$ cat config.mk
export PLATFORM = sky130hd
export DESIGN_NAME = oxt_inverse_time_mode_timer
export DESIGN_NICKNAME = d
export VERILOG_FILES = /design/src/rtl/oxt_pkg.sv /design/src/rtl/oxt_divider.sv /design/src/rtl/oxt_inverse_time_mode_timer.sv
export SDC_FILE = /design/constraint.sdc
export NUM_CORES = 2
export LEC_CHECK = 0
export BUFFER_PORTS_ARGS = -buffer_cell sky130_fd_sc_hd__buf_2
export CAP_MARGIN = 20
export CORE_MARGIN = 5
export CORE_UTILIZATION = 25
export CTS_BUF_LIST = sky130_fd_sc_hd__clkbuf_4 sky130_fd_sc_hd__clkbuf_8 sky130_fd_sc_hd__clkbuf_16
export DETAILED_ROUTE_END_ITERATION = 6
export PLACE_DENSITY = 0.38
export RECOVER_POWER = 50
export SYNTH_ARGS = -nofsm -noshare
export SYNTH_HDL_FRONTEND = slang
export SYNTH_HIERARCHICAL = 1
export SYNTH_SLANG_ARGS = --single-unit
$ cat constraint.sdc
create_clock -name ref_clk -period 21.9 [get_ports ref_clk]
set_input_delay 5.475 -clock ref_clk [delete_from_list [all_inputs] [get_ports ref_clk]]
set_output_delay 5.475 -clock ref_clk [all_outputs]
set_load 0.01 [all_outputs]
$ cat src/rtl/oxt_pkg.sv
// constants shared by the overexcitation inverse-time trip timer
`default_nettype none
package oxt_pkg;
	// clocking and evaluation tick
	localparam int unsigned CLK_PERIOD_NS  = 25;
	localparam int unsigned TICK_PERIOD_NS = 1_000_000;
	localparam int unsigned TICK_CYCLES    = TICK_PERIOD_NS / CLK_PERIOD_NS;

	// integrator scale: full scale is the trip threshold
	localparam logic [31:0] FULL_SCALE    = 32'h0100_0000;
	localparam logic [31:0] INHIBIT_LEVEL = 32'h0080_0000;

	// curve selection codes
	localparam logic [1:0] CURVE_ONE   = 2'h0;
	localparam logic [1:0] CURVE_TWO   = 2'h1;
	localparam logic [1:0] CURVE_THREE = 2'h2;
	localparam logic [1:0] CURVE_FOUR  = 2'h3;

	// exponential curves, all terms in milli units
	localparam logic [31:0] CRV_A_PER_TENTH = 32'h0000_00FA;  // 2.5 per unit k = 250 per tenth
	localparam logic [31:0] CRV_B_ONE       = 32'h0001_C138;  // 115.00
	localparam logic [31:0] CRV_B_TWO       = 32'h0001_BB5C;  // 113.50
	localparam logic [31:0] CRV_B_THREE     = 32'h0001_A8CE;  // 108.75
	localparam logic [31:0] CRV_M_SCALE     = 32'h0000_0064;  // 100 times excitation
	// log2(e)/c scaled by 2^24/1000, one per curve (c = 4.886, 3.040, 2.443)
	localparam logic [15:0] CRV_L_ONE       = 16'h135A;
	localparam logic [15:0] CRV_L_TWO       = 16'h1F1A;
	localparam logic [15:0] CRV_L_THREE     = 16'h26B4;
	localparam logic [31:0] CRV_MIN_TO_MS   = 32'h0000_EA60;  // 60 s in ms

	// curve four: 0.18 s per unit k = 18 ms per tenth, times 1e6 for milli-pu squared
	localparam logic [47:0] C4_NUM_PER_TENTH = 48'h0000_0112_A880;
	localparam logic [15:0] PU_ONE_MILLI     = 16'h03E8;

	// percentages and time conversions
	localparam logic [6:0]  PCT_FULL          = 7'h64;
	localparam logic [31:0] RESET_MS_PER_PCTS = 32'h0000_000A;  // 1000 ms / 100 percent
	localparam logic [2:0]  LOW_FREQ_RATIO    = 3'h5;            // 20 percent of nominal
endpackage : oxt_pkg
`default_nettype wire

$ cat src/rtl/oxt_divider.sv
// serial restoring divider, one quotient bit per clock
`default_nettype none
module oxt_divider (
	// clock and reset
	input  wire logic        ref_clk,
	input  wire logic        sys_rst,
	// request
	input  wire logic        start,
	input  wire logic [47:0] num,
	input  wire logic [31:0] den,
	// answer
	output logic             busy,
	output logic             done,
	output logic [47:0]      quot
);
	logic [32:0] rem_reg;
	logic [5:0]  cnt_reg;
	logic [32:0] rem_shift;
	logic        fits;

	assign rem_shift = {rem_reg[31:0], quot[47]};
	// zero divisor always fits, so the quotient saturates to all ones
	assign fits = rem_shift >= {1'b0, den};

	always_ff @(posedge ref_clk or posedge sys_rst) begin
		if (sys_rst) begin
			rem_reg <= 33'h0;
			cnt_reg <= 6'h0;
			busy    <= 1'b0;
			done    <= 1'b0;
			quot    <= 48'h0;
		end else begin
			done <= 1'b0;
			if (start) begin
				rem_reg <= 33'h0;
				quot    <= num;
				cnt_reg <= 6'h30;
				busy    <= 1'b1;
			end else if (busy) begin
				rem_reg <= fits ? rem_shift - {1'b0, den} : rem_shift;
				quot    <= {quot[46:0], fits};
				cnt_reg <= cnt_reg - 6'h1;
				if (cnt_reg == 6'h1) begin
					busy <= 1'b0;
					done <= 1'b1;
				end
			end
		end
	end
endmodule // oxt_divider
`default_nettype wire

$ cat src/rtl/oxt_inverse_time_mode_timer.sv
// overexcitation inverse-time trip timer with delayed reset and cooling memory
//
// Functional notes
// - pickup and integration begin as soon as excitation exceeds the pickup level
// - higher excitation never yields a longer trip time
// - trip asserts when the integrator passes the curve threshold
// - trip time is clamped between the minimum and maximum trip times
// - dropping below pickup before trip starts the reset timer, state kept
// - returning excitation during reset reuses the retained integration
// - reset time is elapsed percentage at drop over 100 times cooling time
// - integrator decays linearly, reaching zero exactly at reset expiry
// - renewed pickup resumes; elapsed time becomes drop value minus reset elapsed
// - reset expiry without pickup clears stored time and integrator
// - curves one to three: 60 times e to the power (ak+b-100M)/c
// - curve one uses a 2.5, b 115.0, c 4.886
// - curve two uses a 2.5, b 113.50, c 3.040
// - curve three uses a 2.5, b 108.75, c 2.443
// - curve four: constant delay plus 0.18k over (M-1) squared
// - an active trip also asserts the reconnect inhibit output
// - pickup while reconnect inhibit is active trips immediately
// - pickup while only cooling is active integrates on from remaining value
// - frequency below 20 percent of nominal forces excitation to zero
// - percentage output is elapsed pickup time over computed trip time
// - block-all disables the function and resets all timers
`default_nettype none
module oxt_inverse_time_mode_timer #(
	parameter int unsigned TICK_CYC = oxt_pkg::TICK_CYCLES
) (
	// clock and reset
	input  wire logic        ref_clk,
	input  wire logic        sys_rst,
	// excitation front end
	input  wire logic [15:0] exc_level_milli,
	input  wire logic [15:0] freq_meas,
	input  wire logic [15:0] freq_nom,
	// settings
	input  wire logic        inverse_time_mode,
	input  wire logic [1:0]  curve_sel,
	input  wire logic [7:0]  pickup_pct,
	input  wire logic [9:0]  time_mult_tenths,
	input  wire logic [16:0] const_delay_ms,
	input  wire logic [31:0] min_trip_ms,
	input  wire logic [31:0] max_trip_ms,
	input  wire logic [13:0] cooling_s,
	input  wire logic        block_all,
	// protection outputs
	output logic             pickup_out,
	output logic             trip_out,
	output logic             reconnect_inhibit_out,
	output logic             cooling_active_out,
	output logic [6:0]       elapsed_fraction_percent
);
	import oxt_pkg::*;

	typedef enum logic [1:0] {ST_IDLE, ST_PICKUP, ST_TRIP, ST_RESET} oxt_state_t;
	typedef enum logic [2:0] {CS_IDLE, CS_C4, CS_TMO, CS_INC, CS_PCT, CS_STEP, CS_APPLY} oxt_calc_t;

	oxt_state_t  st_reg;
	oxt_calc_t   cs_reg;
	logic [15:0] tick_cnt_reg;
	logic        tick;
	logic [15:0] m_lat_reg;
	logic        seq_pick_reg;
	logic [31:0] acc_reg, acc_drop_reg, step_reg, inc_reg;
	logic [31:0] elapsed_reg, elapsed_drop_reg, reset_ms_reg, reset_elapsed_reg;
	logic [31:0] tmo_reg, c4_reg;
	logic [6:0]  pct_reg, pct_q_reg;
	logic        after_trip_reg;
	logic        div_start_reg;
	logic [47:0] div_num_reg;
	logic [31:0] div_den_reg;
	logic        div_busy, div_done;
	logic [47:0] div_quot;

	logic        low_freq, above, apply_pick, apply_reset, expire;
	logic [15:0] m_eff, dm;
	logic [31:0] acc_sum, raw_t, tmo_next, resume_elapsed;

	// lookup of 2^(n/16) in Q14
	function automatic logic [15:0] exp_lut(input logic [3:0] n);
		logic [15:0] v;
		case (n)
			4'h0: v = 16'h4000;  4'h1: v = 16'h42D5;  4'h2: v = 16'h45CB;  4'h3: v = 16'h48E2;
			4'h4: v = 16'h4C1C;  4'h5: v = 16'h4F7B;  4'h6: v = 16'h52FF;  4'h7: v = 16'h56AC;
			4'h8: v = 16'h5A82;  4'h9: v = 16'h5E84;  4'hA: v = 16'h62B4;  4'hB: v = 16'h6712;
			4'hC: v = 16'h6BA2;  4'hD: v = 16'h7066;  4'hE: v = 16'h7560;  default: v = 16'h7A93;
		endcase
		return v;
	endfunction

	function automatic logic [31:0] crv_b(input logic [1:0] sel);
		case (sel)
			CURVE_ONE: return CRV_B_ONE;
			CURVE_TWO: return CRV_B_TWO;
			default:   return CRV_B_THREE;
		endcase
	endfunction

	function automatic logic [15:0] crv_l(input logic [1:0] sel);
		case (sel)
			CURVE_ONE: return CRV_L_ONE;
			CURVE_TWO: return CRV_L_TWO;
			default:   return CRV_L_THREE;
		endcase
	endfunction

	function automatic logic [31:0] clamp_t(input logic [31:0] t, input logic [31:0] lo,
						input logic [31:0] hi);
		if (t < lo) return lo;
		if (t > hi) return hi;
		return t;
	endfunction

	// level detector with low-frequency blanking
	// three extra bits hold five times full scale, so a high reading cannot wrap
	assign low_freq = ({3'b000, freq_meas} * 19'(LOW_FREQ_RATIO)) < {3'b000, freq_nom};
	assign m_eff    = low_freq ? 16'h0 : exc_level_milli;
	assign above    = inverse_time_mode && !block_all
			  && (m_eff > 16'({8'h00, pickup_pct} * 16'h000A));
	assign dm       = (m_eff > PU_ONE_MILLI) ? m_eff - PU_ONE_MILLI : 16'h0;

	// exponential curves evaluated as a power of two
	logic signed [31:0] ex_num, ex_y, ex_int;
	logic signed [47:0] ex_prod;
	logic        [63:0] ex_base, ex_t;
	logic        [5:0]  ex_sh;
	always_comb begin
		ex_num  = $signed({22'h0, time_mult_tenths}) * $signed(CRV_A_PER_TENTH)
			  + $signed(crv_b(curve_sel))
			  - $signed({16'h0, m_lat_reg}) * $signed(CRV_M_SCALE);
		ex_prod = 48'(ex_num) * $signed({32'h0, crv_l(curve_sel)});
		ex_y    = 32'(ex_prod >>> 16);
		ex_int  = ex_y >>> 8;
		ex_base = 64'(CRV_MIN_TO_MS) * 64'(exp_lut(ex_y[7:4]));
		ex_sh   = 6'(-ex_int);
		if (ex_int > 32'sd16) begin
			ex_t = 64'hFFFF_FFFF_FFFF_FFFF;
		end else if (ex_int >= 32'sd0) begin
			ex_t = (ex_base << ex_int[4:0]) >> 14;
		end else if (ex_int < -32'sd40) begin
			ex_t = 64'h0;
		end else begin
			ex_t = ex_base >> (6'd14 + ex_sh);
		end
	end

	// curve four adds the constant delay to the divided term
	always_comb begin
		if (curve_sel == CURVE_FOUR) begin
			raw_t = ({15'h0, const_delay_ms} + c4_reg < c4_reg) ? 32'hFFFF_FFFF
				: {15'h0, const_delay_ms} + c4_reg;
		end else begin
			raw_t = (ex_t[63:32] != 32'h0) ? 32'hFFFF_FFFF : ex_t[31:0];
		end
		tmo_next = clamp_t(raw_t, min_trip_ms, max_trip_ms);
	end

	assign tick           = (tick_cnt_reg == 16'h0);
	assign apply_pick     = (cs_reg == CS_APPLY) && seq_pick_reg;
	assign apply_reset    = (cs_reg == CS_APPLY) && !seq_pick_reg;
	// saturate: a zero trip time gives an all-ones increment that must still trip
	assign acc_sum        = (acc_reg + inc_reg < acc_reg) ? 32'hFFFF_FFFF : acc_reg + inc_reg;
	assign expire         = (reset_elapsed_reg + 32'h1 >= reset_ms_reg);
	assign resume_elapsed = (elapsed_drop_reg > reset_elapsed_reg)
				? elapsed_drop_reg - reset_elapsed_reg : 32'h0;

	// evaluation tick
	always_ff @(posedge ref_clk or posedge sys_rst) begin
		if (sys_rst) begin
			tick_cnt_reg <= 16'h0;
		end else begin
			tick_cnt_reg <= tick ? 16'(TICK_CYC - 1) : tick_cnt_reg - 16'h1;
		end
	end

	oxt_divider u_div (
		.ref_clk (ref_clk),
		.sys_rst (sys_rst),
		.start   (div_start_reg),
		.num     (div_num_reg),
		.den     (div_den_reg),
		.busy    (div_busy),
		.done    (div_done),
		.quot    (div_quot)
	);

	// per-tick arithmetic sequence shares one serial divider to save area
	always_ff @(posedge ref_clk or posedge sys_rst) begin
		if (sys_rst) begin
			cs_reg        <= CS_IDLE;
			div_start_reg <= 1'b0;
			div_num_reg   <= 48'h0;
			div_den_reg   <= 32'h0;
			m_lat_reg     <= 16'h0;
			seq_pick_reg  <= 1'b0;
			c4_reg        <= 32'h0;
			tmo_reg       <= 32'h0;
			inc_reg       <= 32'h0;
			pct_q_reg     <= 7'h0;
			step_reg      <= 32'h0;
		end else begin
			div_start_reg <= 1'b0;
			case (cs_reg)
				CS_IDLE: begin
					if (tick && !block_all && st_reg == ST_PICKUP) begin
						m_lat_reg    <= m_eff;
						seq_pick_reg <= 1'b1;
						if (curve_sel == CURVE_FOUR) begin
							div_num_reg   <= C4_NUM_PER_TENTH * 48'(time_mult_tenths);
							div_den_reg   <= {16'h0, dm} * {16'h0, dm};
							div_start_reg <= 1'b1;
							cs_reg        <= CS_C4;
						end else begin
							cs_reg <= CS_TMO;
						end
					end else if (tick && !block_all && st_reg == ST_RESET) begin
						seq_pick_reg  <= 1'b0;
						div_num_reg   <= {16'h0, acc_drop_reg};
						div_den_reg   <= reset_ms_reg;
						div_start_reg <= 1'b1;
						cs_reg        <= CS_STEP;
					end
				end
				CS_C4: begin
					if (div_done) begin
						c4_reg <= (div_quot[47:32] != 16'h0) ? 32'hFFFF_FFFF : div_quot[31:0];
						cs_reg <= CS_TMO;
					end
				end
				CS_TMO: begin
					tmo_reg       <= tmo_next;
					div_num_reg   <= {16'h0, FULL_SCALE};
					div_den_reg   <= tmo_next;
					div_start_reg <= 1'b1;
					cs_reg        <= CS_INC;
				end
				CS_INC: begin
					if (div_done) begin
						inc_reg       <= div_quot[31:0];
						div_num_reg   <= 48'(elapsed_reg + 32'h1) * 48'(PCT_FULL);
						div_den_reg   <= tmo_reg;
						div_start_reg <= 1'b1;
						cs_reg        <= CS_PCT;
					end
				end
				CS_PCT: begin
					if (div_done) begin
						pct_q_reg <= (div_quot > 48'(PCT_FULL)) ? PCT_FULL : div_quot[6:0];
						cs_reg    <= CS_APPLY;
					end
				end
				CS_STEP: begin
					if (div_done) begin
						step_reg <= div_quot[31:0];
						cs_reg   <= CS_APPLY;
					end
				end
				default: cs_reg <= CS_IDLE;
			endcase
		end
	end

	// protection state, integrator and timers
	always_ff @(posedge ref_clk or posedge sys_rst) begin
		if (sys_rst) begin
			st_reg            <= ST_IDLE;
			acc_reg           <= 32'h0;
			acc_drop_reg      <= 32'h0;
			elapsed_reg       <= 32'h0;
			elapsed_drop_reg  <= 32'h0;
			reset_ms_reg      <= 32'h0;
			reset_elapsed_reg <= 32'h0;
			after_trip_reg    <= 1'b0;
			pct_reg           <= 7'h0;
		end else if (block_all || !inverse_time_mode) begin
			st_reg            <= ST_IDLE;
			acc_reg           <= 32'h0;
			elapsed_reg       <= 32'h0;
			reset_elapsed_reg <= 32'h0;
			after_trip_reg    <= 1'b0;
			pct_reg           <= 7'h0;
		end else begin
			case (st_reg)
				ST_IDLE: begin
					if (above) begin
						st_reg      <= ST_PICKUP;
						acc_reg     <= 32'h0;
						elapsed_reg <= 32'h0;
					end
				end
				ST_PICKUP: begin
					if (!above) begin
						st_reg            <= ST_RESET;
						acc_drop_reg      <= acc_reg;
						elapsed_drop_reg  <= elapsed_reg;
						reset_elapsed_reg <= 32'h0;
						reset_ms_reg      <= 32'(pct_reg) * 32'(cooling_s) * RESET_MS_PER_PCTS;
						after_trip_reg    <= 1'b0;
					end else if (apply_pick) begin
						elapsed_reg <= elapsed_reg + 32'h1;
						if (acc_sum >= FULL_SCALE) begin
							st_reg  <= ST_TRIP;
							acc_reg <= acc_sum;
							pct_reg <= PCT_FULL;
						end else begin
							acc_reg <= acc_sum;
							pct_reg <= pct_q_reg;
						end
					end
				end
				ST_TRIP: begin
					if (!above) begin
						st_reg            <= ST_RESET;
						acc_drop_reg      <= acc_reg;
						elapsed_drop_reg  <= elapsed_reg;
						reset_elapsed_reg <= 32'h0;
						reset_ms_reg      <= 32'(pct_reg) * 32'(cooling_s) * RESET_MS_PER_PCTS;
						after_trip_reg    <= 1'b1;
					end
				end
				ST_RESET: begin
					if (above && reconnect_inhibit_out) begin
						st_reg <= ST_TRIP;
					end else if (above) begin
						st_reg         <= ST_PICKUP;
						elapsed_reg    <= resume_elapsed;
						after_trip_reg <= 1'b0;
					end else if (apply_reset) begin
						reset_elapsed_reg <= reset_elapsed_reg + 32'h1;
						if (expire) begin
							st_reg         <= ST_IDLE;
							acc_reg        <= 32'h0;
							elapsed_reg    <= 32'h0;
							after_trip_reg <= 1'b0;
							pct_reg        <= 7'h0;
						end else begin
							acc_reg <= (acc_reg > step_reg) ? acc_reg - step_reg : 32'h0;
						end
					end
				end
				default: st_reg <= ST_IDLE;
			endcase
		end
	end

	// outputs straight from flip-flops, one clock behind the state
	always_ff @(posedge ref_clk or posedge sys_rst) begin
		if (sys_rst) begin
			pickup_out               <= 1'b0;
			trip_out                 <= 1'b0;
			reconnect_inhibit_out    <= 1'b0;
			cooling_active_out       <= 1'b0;
			elapsed_fraction_percent <= 7'h0;
		end else begin
			pickup_out <= (st_reg == ST_PICKUP) || (st_reg == ST_TRIP)
				      || (st_reg == ST_RESET && !after_trip_reg);
			trip_out   <= (st_reg == ST_TRIP);
			reconnect_inhibit_out <= (st_reg == ST_TRIP)
				|| (st_reg == ST_RESET && after_trip_reg && acc_reg >= INHIBIT_LEVEL);
			cooling_active_out       <= (st_reg == ST_RESET) && after_trip_reg;
			elapsed_fraction_percent <= pct_reg;
		end
	end
endmodule // oxt_inverse_time_mode_timer
`default_nettype wire

---- Word-level counts from Yosys, hierarchy flattened ----
Memories as Yosys holds them, arrays and structs flattened.
Index checks and enable logic that the tools add are counted.
cells by class
  $add $sub $neg .......................... 15
  multipliers ............................. 11
  $lt $le $gt $ge ......................... 17
  eq/ne operators ......................... 33
  shifts and indexed selects .............. 2
  muxes and demuxes ....................... 111
  bitwise logic cells ..................... 2
  reduce and logical (&&, ||, !) cells .... 49
operator list
  cell                                                                               number
  32-bit two-way mux                                                                 38
  48-bit two-way mux                                                                 6
  32-bit one-hot mux with 3 select lines                                             3
  64-bit two-way mux                                                                 3
  48-bit one-hot mux with 3 select lines                                             1
  32-bit greater-than comparator                                                     3
  32-bit < comparator                                                                3
  32-bit subtractor                                                                  3
  32-bit by 1-bit adder with 32-bit output (second input constant)                   2
  32-bit one-hot mux with 2 select lines                                             1
  32-bit by 5-bit << shifter with 64-bit output                                      1
  32-bit by 6-bit >> shifter with 64-bit output                                      1
  7-bit two-way mux                                                                  9
  48-bit by 7-bit greater-than comparator with 1-bit output (second input constant)  1
  16-bit two-way mux                                                                 3
  32-bit by 15-bit multiplier with 47-bit output                                     1
  33-bit by 5-bit multiplier with 38-bit output (second input constant)              1
  32-bit by 1-bit adder with 33-bit output (second input constant)                   1
  33-bit by 32-bit >= comparator with 1-bit output                                   1
  3-bit inequality test (second input constant)                                      11
  17-bit by 32-bit adder with 32-bit output                                          1
  19-bit by 32-bit adder with 32-bit output                                          1
  32-bit adder                                                                       1
  32-bit by 24-bit >= comparator with 1-bit output (second input constant)           1
  other kinds (62)                                                                   143
word-level totals
  flip-flop bits (word level) ............. 545
  bits in read-only memories .............. 224
  bits of input ports ..................... 167
  logic and storage cells ................. 272
  memories ................................ 1
memories
  name             words  width  read ports  clocked after Yosys merged registers in  write ports  line                               text
  (no name shown)  16     14     1           0                                        0            oxt_inverse_time_mode_timer.sv:82  case (n)

---- Depth between registers and ports, before layout ----
  word-level depth ........................ 20
  gate-level depth with buffers ........... 94
  depth with buffers taken out ............ 90

---- By module ----
The synthesis kept the hierarchy.
modules (own cells, without submodules)
  module                       times used  cells an instance  area each (µm²)  sequential area each (µm²)
  oxt_inverse_time_mode_timer  1           8613               72806.1          11235.8
  oxt_divider                  1           722                6088.3           2202.1

---- Least setup slack after synthesis ----
Ideal clock, no wire load.
  path kind ............................... input-to-reg
  from .................................... input time_mult_tenths[1]
  to ...................................... register div_den_reg[1]
  library setup time ...................... 65 ps
  data arrival time ....................... 26857 ps
  data required time ...................... 21835 ps
  setup slack ............................. -5022 ps
  stages on the path ...................... 89
  buffers on the path ..................... 9
  cells stage by stage .................... inv_1 fa_1 fa_1 fa_1 inv_1 fa_1 ha_1 inv_1 a21oi_1 o21ai_0 nand2_1 a21oi_1 o21ai_0 a21oi_1 o21bai_1 xor2_1 fa_1 ha_1 [53 not listed] a21o_1 a21o_1 a21o_1 a21o_1 a21o_1 a21oi_1 nor2b_1 o21ai_0 nand2_1 a21oi_1 nor2b_1 a2111oi_0 o31a_1 buf_2 buf_2 nand2_1 a21oi_1 o22a_1
between the ends
  word-level cells in the longest chain between the ends .. 19
  elaborated cells between the ends (all ways) .. 28
RTL lines
  what                                                                                                      line                                                                    text
  from (decl)                                                                                               oxt_inverse_time_mode_timer.sv:40                                       input wire logic [9:0] time_mult_tenths,
  10-bit by 7-bit multiplier with 17-bit output (*)                                                         oxt_inverse_time_mode_timer.sv:128                                      ex_num = $signed({22'h0, time_mult_tenths}) * $signed(CRV_A_PER_TENTH)
  19-bit by 32-bit adder with 32-bit output (*)                                                             oxt_inverse_time_mode_timer.sv:129                                      + $signed(crv_b(curve_sel))
  32-bit by 24-bit subtractor with 32-bit output (*)                                                        oxt_inverse_time_mode_timer.sv:130                                      - $signed({16'h0, m_lat_reg}) * $signed(CRV_M_SCALE);
  32-bit by 15-bit multiplier with 47-bit output (*)                                                        oxt_inverse_time_mode_timer.sv:131                                      ex_prod = 48'(ex_num) * $signed({32'h0, crv_l(curve_sel)});
  memory read 16 x 14 bit or 6-bit negator (tied branches)                                                  --
  11-bit by 16-bit multiplier with 27-bit output or 4-bit by 6-bit adder with 6-bit output (tied branches)  oxt_inverse_time_mode_timer.sv:134, oxt_inverse_time_mode_timer.sv:143
  32-bit by 6-bit >> shifter with 64-bit output                                                             oxt_inverse_time_mode_timer.sv:143                                      ex_t = ex_base >> (6'd14 + ex_sh);
  64-bit two-way mux                                                                                        oxt_inverse_time_mode_timer.sv:140                                      end else if (ex_int < -32'sd40) begin
  [2 not listed]                                                                                            --
  32-bit nonzero test                                                                                       oxt_inverse_time_mode_timer.sv:153                                      raw_t = (ex_t[63:32] != 32'h0) ? 32'hFFFF_FFFF : ex_t[31:0];
  32-bit two-way mux (*)                                                                                    oxt_inverse_time_mode_timer.sv:153
  32-bit two-way mux (*)                                                                                    oxt_inverse_time_mode_timer.sv:149                                      if (curve_sel == CURVE_FOUR) begin
  32-bit greater-than comparator                                                                            oxt_inverse_time_mode_timer.sv:110                                      if (t > hi) return hi;
  1-bit two-way mux (2 in a row)                                                                            oxt_inverse_time_mode_timer.sv:110
  32-bit two-way mux                                                                                        oxt_inverse_time_mode_timer.sv:111                                      return t;
  32-bit two-way mux (*)                                                                                    oxt_inverse_time_mode_timer.sv:110
  32-bit one-hot mux with 3 select lines (*)                                                                oxt_inverse_time_mode_timer.sv:203                                      case (cs_reg)
  to (signal assigned)                                                                                      oxt_inverse_time_mode_timer.sv:210                                      div_den_reg <= {16'h0, dm} * {16'h0, dm};
  to (signal assigned)                                                                                      oxt_inverse_time_mode_timer.sv:219                                      div_den_reg <= reset_ms_reg;
  to (signal assigned)                                                                                      oxt_inverse_time_mode_timer.sv:233                                      div_den_reg <= tmo_next;
  to (decl)                                                                                                 oxt_inverse_time_mode_timer.sv:71                                       logic [31:0] div_den_reg;
Mark *: on every way between the ends. The rest lies on a longest branch, timed or not. The select of a mux whose other input is x is not followed.
A chain may end at the register's enable or synchronous reset.

---- Final worst setup path ----
  from .................................... input time_mult_tenths[1]
  to ...................................... register div_den_reg[13]
The elaborated chain is that of the path after synthesis.

==> impl_metrics.ini <==
[critical_path]
crit_fanout = 7
cp_num_buf_inv = 16
arrival_ns = 25.14
worstReg2RegEnd = div_den_reg[13]
slowest_stage = fa_1
reg2regPathDepth = 84
cp_common_cell = fa_1
critPathTopFamily = adder cells
r2r-start = m_lat_reg[2]
crit_cells = 88
ff2ff_setup_slack_ns = 2.41
max_stage_delay_ns = 0.58
critPathKind = primary input to register
end_kind = register
worstPathRequired_ns = 22.44
setup.worst_path.start_class = primary input

[grt]
grt_use_total = 0.183
antenna_found_initial = 31
grt_pass1_wl_um = 461000
grt_pass1_vias = 72200
grt_max_degree = 133
grt-ovfl-total = 0

[sta]
max_slew_margin = -4.24
finalHoldViolCount = 0
fmax_mhz = 40.6
holdWs_ns = 0.468
grt_setup_unrepaired = yes
worstMarginPinSlew_ns = 7.86
drv_slew = 682
worst_slack_ns = -2.70
fin_crit_sh = 1.12
setup_violations = 64
min_period_ns = 24.60
finalClockSkew_ns = 0.0290

[synth]
synthArstFlopShare = 1.00
syn-cell-area_um2 = 78900
syn_inst = 9335
syn_area_per_cell_um2 = 8.45
ys_seq_area_frac = 0.170
synth_ff_type = dfrtp_1
ys_types = 102
yosys_warnings = 6
synth_edf_count = 0
ys_ff_latch = 537

[drt]
vias = 69200
drt.antenna.violating_nets = 0
drt-total-wl_um = 305000
remaining_drc_errors = 0
routed_via_density = 4.76
firstDrtPassIters = 5
wl_per_cell_um = 21.0
drt_iter0_markers = 3637

[cts]
clock_latency_ns = 0.67
cts_root_buf = clkbuf_16
clock_path_buffers = 3
clk_pin_slew_worst_paths_ns = 0.06
cts_hold_buf = 0
cts_sinks = 537
cts_tree = built
h-tree-depth = 3
cts_made_buffers = 72

[die]
fp-row-count = 206
ios = 178
coreArea_um2 = 315000
fp.dieH_um = 572
dieArea_um2 = 327000
start_util = 0.251
chipWidth_um = 572

[final_layout]
nFillCells = 33500
finalNetCount = 12200
largest_register_ffs = 48
areaGrowthSynthToFinish_pct = 21.9
drive_gt1_frac = 0.177

[status]
violations = max-capacitance violations, max-slew violations, negative setup slack
status = complete, but fails checks

[place]
port_buffers = 177
hpwl_um = 255000
place_ws_ns = -4.17
globalplace.congestion = 0.888

[hold_path]
hold-path-cell-count = 1
hold_start = tick_cnt_reg[0]
hp-class = register to register
hold_end = tick_cnt_reg[0]

[job]
cap_violations = 12
## through the flow
step,std cells,utilization,cell area (um2),TNS (ns)
3_3_place_gp,14300,0.293,92100,-256.07
2_1_floorplan,9362,-,79900,-150.46
6_report,14500,0.306,96200,-165.21
3_5_place_dp,14300,0.293,92100,-250.66
5_1_grt,14500,0.306,96200,-218.99
4_1_cts,14500,0.304,95700,-166.35
## worst max path at each step
stage	start	to	slack, ns
floorplan	time_mult_tenths[1]	div_den_reg[2]	-2.52
global placement	time_mult_tenths[1]	div_den_reg[10]	-4.23
detailed placement	time_mult_tenths[1]	div_den_reg[10]	-4.17
CTS	time_mult_tenths[1]	div_den_reg[2]	-2.73
global route	time_mult_tenths[2]	div_den_reg[23]	-3.58
finish	time_mult_tenths[1]	div_den_reg[13]	-2.70
## synth_stat cells (80+ instances only)
library cell | n | area [um2]
fa_1 | 704 | 14100
ha_1 | 1037 | 13000
inv_1 | 1473 | 5530
nand3_1 | 167 | 836
xor2_1 | 135 | 1180
and2_1 | 94 | 588
mux2i_1 | 115 | 1150
a21o_1 | 221 | 1660
nand4_1 | 80 | 500
dfrtp_1 | 537 | 13400
clkbuf_1 | 309 | 1160
nand2_1 | 957 | 3590
o21ai_0 | 592 | 2960
nor2_1 | 608 | 2280
nor3_1 | 170 | 851
a21oi_1 | 449 | 2250
mux2_2 | 122 | 1370
xnor2_1 | 283 | 2480
## kinds of logic (layout without fill, tap and decap cells)
family	after synthesis	count (layout)	share of synthesized area
compound gates	2110	2110	0.174
xor+xnor	419	419	0.0467
fa+ha+maj	1741	1741	0.343
buf+inv	1830	2836	0.0878
flops	537	537	0.170
mux	255	255	0.0371
other cells	2	36	0.0000952
simple gates	2441	2441	0.141
## repair_timing
action / 4_1_cts / 5_1_grt
gates resized for setup: 160 / 103
endpoints found under the setup margin: 64 / 64
setup buffers: 42 / 21
gates cloned: 0 / 1
hold endpoints to repair: 0 / 0
pin swaps: 117 / 82
## cell usage in the layout, fill, tap and decap left out, types with 47 or more instances in the layout
cell / count
inv_1: 1451
ha_1: 1011
buf_4: 991
nand2_1: 941
fa_1: 701
nor2_1: 584
o21ai_0: 541
dfrtp_1: 536
a21oi_1: 402
xnor2_1: 270
a21o_1: 219
buf_2: 172
nand3_1: 166
nor3_1: 165
xor2_1: 131
mux2_2: 118
mux2i_1: 105
and2_1: 88
nand4_1: 81
o21bai_1: 78
clkbuf_16: 74
nand2b_1: 63
a31oi_1: 62
nor2b_1: 59
o21a_1: 59
a211oi_1: 58
o211ai_1: 56
o21ai_1: 48
o31ai_1: 47
## area by class of cell
class	instances	area [um2]	area share
Multi-Input combinational cell	6995	60400	0.628
Clock buffer	97	2060	0.0215
Antenna cell	7	17.5	0.000182
Sequential cell	537	13400	0.140
Tap cell	4160	5200	0.0541
Clock inverter	35	472	0.00490
Inverter	1482	5570	0.0580
Timing Repair Buffer	1222	9010	0.0937
## layer usage
layer  routed length (um)  track usage  share of wire  up-vias
met1               140000        0.246           0.46    34400
met3                 8510       0.0150          0.028      230
li1                     -            -              -    33600
met2               150000        0.322           0.49     1021
met5                   17            0       0.000056        -
met4                 6840       0.0371          0.022        2
## worst reg2reg max path, delay by kind of cell, from the launching register on
kind	cells	cell delay [ns]
flops	1	0.47
xor+xnor	2	0.38
simple gates	11	1.10
buf+inv	14	1.71
mux	2	0.26
fa+ha+maj	20	8.50
compound gates	35	6.92
Power is not shown: default switching activity piles up to over one toggle a cycle in this logic, so the estimate is an artifact.
